## src/hdl/hcsip_pkg.sv

```systemverilog
// Package with register map, field layout and reset values of the host status and pending bank.
// ==================================================================
`default_nettype none
package hcsip_pkg;
  // ==================================================================
  // Register offsets on the host port.
  localparam logic [7:0] HCSIP_OFS_RDATA_H = 8'h28;
  localparam logic [7:0] HCSIP_OFS_RDATA_L = 8'h2A;
  localparam logic [7:0] HCSIP_OFS_STATUS = 8'h2C;
  localparam logic [7:0] HCSIP_OFS_PEND = 8'h2E;
  localparam logic [7:0] HCSIP_OFS_EN_SET = 8'h30;
  localparam logic [7:0] HCSIP_OFS_EN_CLR = 8'h32;
  localparam logic [7:0] HCSIP_OFS_ACCESS = 8'h34;
  localparam logic [7:0] HCSIP_OFS_STS_CLR = 8'h36;
  // ==================================================================
  // Status register field positions.
  localparam int HCSIP_ST_DONE = 0;
  localparam int HCSIP_ST_ERR = 1;
  localparam int HCSIP_ST_LEN_LO = 4;
  localparam int HCSIP_ST_ID_LO = 8;
  // Pending register bit positions.
  localparam int HCSIP_PEND_ACCESS = 0;
  localparam int HCSIP_PEND_MAILBOX = 6;
  localparam logic [15:0] HCSIP_PEND_MASK = 16'h0041;
  // Access command word: bit 15 read, length code, block select.
  localparam int HCSIP_CMD_READ = 15;
  localparam int HCSIP_CMD_LEN_LO = 4;
  localparam int HCSIP_CMD_ID_LO = 8;
  localparam logic [2:0] HCSIP_WRITE_LEN = 3'h1;
  localparam logic [15:0] HCSIP_RESET_WORD = 16'h0000;
  localparam logic [31:0] HCSIP_RESET_DWORD = 32'h0000_0000;
endpackage
`default_nettype wire

```

## src/hdl/hcsip_if.sv

```systemverilog
// Interface joining the status bank to its host.
`timescale 1ns/100ps
`default_nettype none
interface hcsip_if;
  logic [7:0] addr;
  logic [15:0] wdata;
  logic wr;
  logic rd;
  logic [15:0] rdata;
  logic irq;
  modport device (input addr, wdata, wr, rd, output rdata, irq);
  modport host (output addr, wdata, wr, rd, input rdata, irq);
endinterface
`default_nettype wire

```

## src/hdl/hcsip_host.sv

```systemverilog
// Host end: runs one indirect access, polls for done and checks the answer.
`timescale 1ns/100ps
`default_nettype none
module hcsip_host
  import hcsip_pkg::*;
(
  input wire logic clock, // System clock.
  input wire logic reset, // Synchronous reset, active high.
  hcsip_if.host bus, // Device register port.
  input wire logic go, // Pulse: start an access.
  input wire logic [15:0] go_cmd, // Command word.
  output logic busy, // Access in progress.
  output logic finished, // Pulse: access checked.
  output logic fault, // Last access faulty.
  output logic [31:0] result, // Last read result.
  output logic mailbox_seen // Pulse: mailbox pending cleared.
);
  typedef enum logic [6:0] {
    HS_IDLE = 7'b0000001, HS_CLR = 7'b0000010, HS_CMD = 7'b0000100,
    HS_POLL = 7'b0001000, HS_RDH = 7'b0010000, HS_RDL = 7'b0100000,
    HS_MBX = 7'b1000000
  } hcsip_hs_e;
  typedef struct packed {
    hcsip_hs_e state;
    logic [15:0] cmd;
    logic [31:0] result;
    logic fault;
    logic finished;
    logic mbx;
    logic armed;
    logic [7:0] addr;
    logic [15:0] wdata;
    logic wr;
    logic rd;
  } hcsip_host_s;
  hcsip_host_s st_reg, st_next;

  // Sequencer: clear done, issue, poll and check status, read result.
  always_comb begin
    st_next = st_reg;
    st_next.wr = 1'b0;
    st_next.rd = 1'b0;
    st_next.finished = 1'b0;
    st_next.mbx = 1'b0;
    case (st_reg.state)
      HS_IDLE: begin
        if (go) begin
          st_next.cmd = go_cmd;
          st_next.addr = HCSIP_OFS_STS_CLR;
          st_next.wdata = 16'h0001;
          st_next.wr = 1'b1;
          st_next.state = HS_CLR;
        end else if (!st_reg.armed) begin
          // Enables only the mailbox bit once, so access completions never hold the line high.
          st_next.addr = HCSIP_OFS_EN_SET;
          st_next.wdata = 16'h0040;
          st_next.wr = 1'b1;
          st_next.armed = 1'b1;
        end else if (bus.irq) begin
          st_next.addr = HCSIP_OFS_PEND;
          st_next.wdata = 16'h0040;
          st_next.wr = 1'b1;
          st_next.state = HS_MBX;
        end
      end
      HS_CLR: begin
        st_next.addr = HCSIP_OFS_ACCESS;
        st_next.wdata = st_reg.cmd;
        st_next.wr = 1'b1;
        st_next.state = HS_CMD;
      end
      HS_CMD: begin
        st_next.addr = HCSIP_OFS_STATUS;
        st_next.rd = 1'b1;
        st_next.state = HS_POLL;
      end
      HS_POLL: begin
        // A read answer stands one cycle after its strobe, so wait while a read is in flight.
        if (st_reg.rd) begin
          st_next.state = HS_POLL;
        end else if (bus.rdata[HCSIP_ST_DONE]) begin
          st_next.fault = bus.rdata[HCSIP_ST_ERR] |
            (bus.rdata[HCSIP_ST_LEN_LO +: 3] != (st_reg.cmd[HCSIP_CMD_READ] ?
              st_reg.cmd[HCSIP_CMD_LEN_LO +: 3] : HCSIP_WRITE_LEN)) |
            (bus.rdata[HCSIP_ST_ID_LO +: 4] != st_reg.cmd[HCSIP_CMD_ID_LO +: 4]);
          st_next.addr = HCSIP_OFS_RDATA_H;
          st_next.rd = 1'b1;
          st_next.state = HS_RDH;
        end else begin
          st_next.rd = 1'b1;
        end
      end
      HS_RDH: begin
        if (!st_reg.rd) begin
          st_next.addr = HCSIP_OFS_RDATA_L;
          st_next.rd = 1'b1;
          st_next.result[31:16] = bus.rdata;
          st_next.state = HS_RDL;
        end
      end
      HS_RDL: begin
        if (!st_reg.rd) begin
          st_next.result[15:0] = bus.rdata;
          st_next.finished = 1'b1;
          st_next.state = HS_IDLE;
        end
      end
      HS_MBX: begin
        st_next.mbx = 1'b1;
        st_next.state = HS_IDLE;
      end
      default: begin
        st_next.state = HS_IDLE;
      end
    endcase
  end

  // State register.
  always_ff @(posedge clock) begin
    if (reset) begin
      st_reg <= '{state: HS_IDLE, default: '0};
    end else begin
      st_reg <= st_next;
    end
  end

  // Outputs; fixed writes keep reserved bits zero, the command word is written as given on go_cmd.
  assign bus.addr = st_reg.addr;
  assign bus.wdata = st_reg.wdata;
  assign bus.wr = st_reg.wr;
  assign bus.rd = st_reg.rd;
  assign busy = (st_reg.state != HS_IDLE);
  assign finished = st_reg.finished;
  assign fault = st_reg.fault;
  assign result = st_reg.result;
  assign mailbox_seen = st_reg.mbx;
endmodule // hcsip_host
`default_nettype wire

```

## src/flat_wrapper.sv

```systemverilog
// flat-port wrapper written by rule: the top's interface ports become plain ports
module hcsip_host_flat import hcsip_pkg::*;
  (clock, reset, go, go_cmd, busy, finished, fault, result, mailbox_seen, bus_addr, bus_wdata, bus_wr, bus_rd, bus_rdata, bus_irq);
  hcsip_if bus_i ();
  input wire logic clock;
  input wire logic reset;
  input wire logic go;
  input wire logic [15:0] go_cmd;
  output logic busy;
  output logic finished;
  output logic fault;
  output logic [31:0] result;
  output logic mailbox_seen;
  output wire logic [$bits(bus_i.addr)-1:0] bus_addr;
  output wire logic [$bits(bus_i.wdata)-1:0] bus_wdata;
  output wire logic [$bits(bus_i.wr)-1:0] bus_wr;
  output wire logic [$bits(bus_i.rd)-1:0] bus_rd;
  input wire logic [$bits(bus_i.rdata)-1:0] bus_rdata;
  input wire logic [$bits(bus_i.irq)-1:0] bus_irq;
  assign bus_addr = bus_i.addr;
  assign bus_wdata = bus_i.wdata;
  assign bus_wr = bus_i.wr;
  assign bus_rd = bus_i.rd;
  assign bus_i.rdata = bus_rdata;
  assign bus_i.irq = bus_irq;
  hcsip_host u_core (.clock(clock), .reset(reset), .bus(bus_i), .go(go), .go_cmd(go_cmd), .busy(busy), .finished(finished), .fault(fault), .result(result), .mailbox_seen(mailbox_seen));
endmodule
```

## config.mk

```make
export PLATFORM = sky130hd
export DESIGN_NAME = hcsip_host_flat
export DESIGN_NICKNAME = d
export VERILOG_FILES = /design/src/hdl/hcsip_pkg.sv /design/src/hdl/hcsip_if.sv /design/src/hdl/hcsip_host.sv /design/src/flat_wrapper.sv
export SDC_FILE = /design/constraint.sdc
export NUM_CORES = 1
export LEC_CHECK = 0
export BUFFER_PORTS_ARGS = -buffer_cell sky130_fd_sc_hd__buf_2
export CORE_MARGIN = 4
export CORE_UTILIZATION = 47
export CTS_CLUSTER_SIZE = 16
export DETAILED_ROUTE_END_ITERATION = 7
export PLACE_DENSITY = 0.75
export SKIP_LAST_GASP = 1
export SLEW_MARGIN = 20
export SYNTH_ARGS = -nofsm -noshare
export SYNTH_HDL_FRONTEND = slang
export SYNTH_SLANG_ARGS = --single-unit
```

## constraint.sdc

```tcl
create_clock -name clock -period 2.1 [get_ports clock]
set_input_delay 0.21 -clock clock [delete_from_list [all_inputs] [get_ports clock]]
set_output_delay 0.21 -clock clock [all_outputs]
set_load 0.05 [all_outputs]
```

; After elaboration in Yosys (flattened, before gate mapping)
; Cells that the tools add are included.
[word_totals]
reg_bits = 85
inputBits = 36
output_inout_bits = 62
word_cells = 67
[op_classes]
n_eq_ne = 18
n_mux = 20
bitwise_logic = 5
reduce_logical = 12
[ops]
columns = op, n
row1 = $mux W25, 3
row2 = $mux W7, 7
row3 = $pmux W7 S6, 1
row4 = $pmux W8 S5, 1
row5 = $pmux W17 S2, 1
row6 = $mux W8, 3
row7 = $reduce_and A2 Y1, 5
row8 = $reduce_and A5 Y1, 2
row9 = $ne A2 B2 Y1 const B, 4
row10 = $eq A7 B1 Y1 const B, 1
row11 = $eq A7 B2 Y1 const B, 1
row12 = $eq A7 B3 Y1 const B, 1
row13 = $eq A7 B4 Y1 const B, 1
row14 = $eq A7 B5 Y1 const B, 1
row15 = $eq A7 B6 Y1 const B, 1
row16 = $eq A7 B7 Y1 const B, 1
row17 = $ne A7 B1 Y1 const B, 1
row18 = $ne A3 B2 Y1 const B, 2
row19 = $reduce_bool A5 Y1, 1
row20 = $ne A4 B4 Y1, 1
row21 = $ne A4 B4 Y1 const B, 1
row22 = $reduce_or A2 Y1, 2
row23 = $mux W3, 1
row24 = $ne A3 B3 Y1, 1
row25 = other kinds (7), 11

; Longest topological paths before layout
[logic_depth]
word_depth = 4
mapped_depth = 8
mapped_depth_nobuf = 5

; Least setup slack after synthesis
; No wires, ideal clock.
[synth_timing]
path_type = register to register
from = reg u_core.st_reg[83] (netlist name)
to = reg u_core.st_reg (netlist bit u_core.result[22])
setup_time_ns = 0.128
arrival_ns = 2.100
required_ns = 1.972
path_slack_ns = -0.127
stages_incl_launch_ff = 9
n_path_buf = 3
period_less_slack_ns = 2.227
path_cell_list = dfxtp_1 > buf_6 > or4_4 > or4b_4 > buf_6 > nor2_8 > buf_12 > mux2i_1 > nor2_1
[synth_between]
elab_chain_cells = 2
[synth_rtl]
columns = element, line_no
row1 = from (decl), hcsip_host.sv:36  ; hcsip_host_s st_reg, st_next;
row2 = from (signal assigned), hcsip_host.sv:123  ; st_reg <= st_next;
row3 = $eq A7 B5 Y1, hcsip_host.sv:45  ; case (st_reg.state)
row4 = $reduce_and A2 Y1 (no line), -
; No other way between the ends.
; A chain may end at the register's enable or synchronous reset.

; Worst setup path in the final report
[layout_timing]
from = reg u_core.st_reg[78] (netlist name)
to = reg u_core.st_reg (netlist bit u_core.result[20])
; Same word-level chain as after synthesis.

==> qor.txt <==
Status -> complete, no violations
GRT Util Overall -> 0.184
GRT overflow -> 0
Post-synth top area share -> 0.441
WP data arrival -> 2300 ps
CP required -> 2310 ps
Clock Skew -> 8.75 ps
Number of synthesized flops with an enable pin -> 0
N_diodes -> 0
Maximum fanout along the worst path -> 7
Pre-CTS setup slack -> 3.15 ps
Synth Area in Adders -> 0
Fraction of the yosys area taken by sequential cells -> 0.441
Largest family of logic cells by synthesized area -> simple AND/OR/NAND/NOR gates
Yosys warning total -> 0
Synth Instances -> 439
Root buffer cell -> clkbuf_8
Multiplexer share of the synthesized area -> 0.0460
Asr flop ratio synth -> 0
Setup Total Neg Slack -> 0 ps
H-tree depth -> 3
Final max-slew violation count -> 0
Worst Hold Class -> in2reg
Top post-synthesis cells by area -> dfxtp_1 (44%), buf_4 (11%), nand2_1 (7.2%), a21oi_1 (5.0%), nor2_1 (4.4%)
Setup-failing EPs final -> 0
Util after Layout -> 0.557
Final Hold Viols -> 0
WL/cell -> 14.2 microns
Total of max-cap violations -> 0
# rows -> 32
Synth Area in Simple Gates -> 0.206
Post-synth top flop -> dfxtp_1
Post-CTS Setup Bufs -> 0
Avg Cell Area, Syn -> 8.48 sq um
Achievable Freq -> 478 MHz
Mapped cell area -> 0.00372 sq mm
Crit-path max cell delay -> 550 ps
CTS Buf Count -> 9
Clock latency on the worst-skew pair -> 340 ps
Drt pass-1 iters -> 4
Layout area overhead -> 15.6%
Largest net degree at the start of global routing -> 50
Final WS setup -> 8.47 ps
Vias post-DR -> 3065
Synthesis-stage register bit count -> 82
Fin crit period -> 2090 ps
IO buf count -> 94
Core Region -> 0.00773 sq mm
Die height -> 97.0 microns
Xor/xnor cell area share of the yosys netlist -> 0.0188
Total power draw -> 4800 uW
Starting Density -> 0.482
Die area -> 0.00941 sq mm
Worst path cell trace -> or4_4 > or4b_4 > nor2_8 > buf_12 > mux2i_1 > nor2_1
Starting DRT DRC Count -> 184
Storage element area -> 0.00164 sq mm
Hold Buf Count CTS -> 0
CP Class -> reg2reg
Dpl cell area -> 0.00405 sq mm
Nets@finish -> 534
Crit end category -> register
Hold depth -> 3
Leak -> 0.00183 uW
Initial antenna violation count -> 0
Startpoint Class -> register
GP Congestion -> 0.938
Remaining DRCs -> 0
CTS sink count -> 82
Distinct cells, synth -> 52
First-pass GRT wire length -> 14300 microns
Routed wire length -> 8610 microns
Via density per instance -> 5.07
Vias in the first global route -> 3005
Peak VDD IR -> 461 uV
Compound-Gate Fraction of Synth Area -> 0.134
CTS Buffer Depth -> 2
Area occupied by multi-input gates -> 0.00157 sq mm
Final instance area -> 0.00430 sq mm
CTS tree -> yes
Detailed Place HPWL -> 6420 microns
Crit-path slowest cell -> or4b_4
Max FFs per register -> 32
CTS clk-pin slew, worst paths -> 80 ps
I/O pin cnt -> 98
R2R cell count -> 6
Period Utilization, post-route -> 0.996
Die width -> 97.0 microns
Area leader, netlist -> dfxtp_1
Filler Cell Count -> 727
RSZ-0062 raised after global routing -> yes
Layout cells sized above 1 -> 0.318
Pwr per Cell Area -> 1120 mW/mm^2
Post-route ant nets -> 0
-- cell usage in the layout (no fill, tap or decap), types with 5 or more instances in the layout --
cell      synthesis  layout
nor3_1            8       6
inv_1             7       7
o21ai_0           7       7
nand2_1          71      70
buf_4            56      29
buf_2             1      94
dfxtp_1          82      81
nor2b_1           5       5
a21oi_1          37      37
a22oi_1          15      15
nor2_1           44      44
clkbuf_8          0      12
nand2b_1          5       5
mux2i_1          16      15
nand3_1           5       5
xnor2_1           5       5
-- repair_timing --
item	in CTS	in global routing
resized for setup	0	11
endpoints found under the hold margin	0	0
gates cloned	0	1
endpoints found under the setup margin	4	28
pin swaps	1	0
-- worst paths after layout --
path / from / endpoint / slack (ps)
max: u_core.st_reg[78] / u_core.result[20] / 8
min: go_cmd[2] / u_core.st_reg[64] / 100
max reg2reg: u_core.st_reg[78] / u_core.result[20] / 8
min reg2reg: u_core.bus.addr[5] / u_core.bus.addr[5] / 450
-- cells by family after synthesis --
| family | after synthesis |
|---|---|
| buffers and inverters | 87 |
| multiplexers | 17 |
| flip-flops | 82 |
| AO/OA/AOI/OAI | 81 |
| other | 1 |
| XOR/XNOR | 8 |
| AND/OR/NAND/NOR | 163 |
-- synth_stat cells (all sizes together), types with 3 or more instances --
master and instances:
a211oi 3, dfxtp 82, nand2b 5, buf 61, xnor2 5, nor3 9
nand3 5, nor2 45, or3 3, a22oi 15, o21ai 9, nor2b 5
nor3b 3, clkbuf 19, xor2 3, mux2i 16, nor4 3, inv 7
nand2 71, o22ai 3, a21oi 37
-- final cells by class --
cell class / instances / share of cell area
sequential: 82 / 0.382
multi-input combinational: 272 / 0.365
timing repair buffer: 126 / 0.173
clock buffer: 13 / 0.0393
tap: 102 / 0.0297
inverter: 7 / 0.00611
clock inverter: 3 / 0.00494
-- layer usage --
metal	vias to the layer above	GRT usage	share of wire	routed length [microns]
li1	1539	-	-	-
met1	1429	0.222	0.43	3670
met5	-	0	0	0
met4	0	0.0745	0.014	117
met3	11	0.0411	0.053	457
met2	86	0.315	0.51	4370
-- per-stage QoR --
step	instances	hold WS [ps]
finish	605	96.2
global route	605	84.7
CTS	604	81.5
detailed placement	588	444
global placement	588	433
floorplan	441	287
-- report_power, final --
| part | internal, uW | switching [uW] |
|---|---|---|
| Combinational | 719 | 1150 |
| Clock | 530 | 551 |
| Sequential | 1740 | 110 |
| Total | 2990 | 1810 |
-- worst max-delay path: cells and delay by family (launching register included) --
| kind | cells | cell delay [ps] |
|---|---|---|
| and+or+nand+nor | 4 | 1300 |
| muxes | 1 | 200 |
| buffers and inverters | 1 | 150 |
| DFF | 1 | 330 |
No activity file was read; power rests on OpenSTA's default activity.
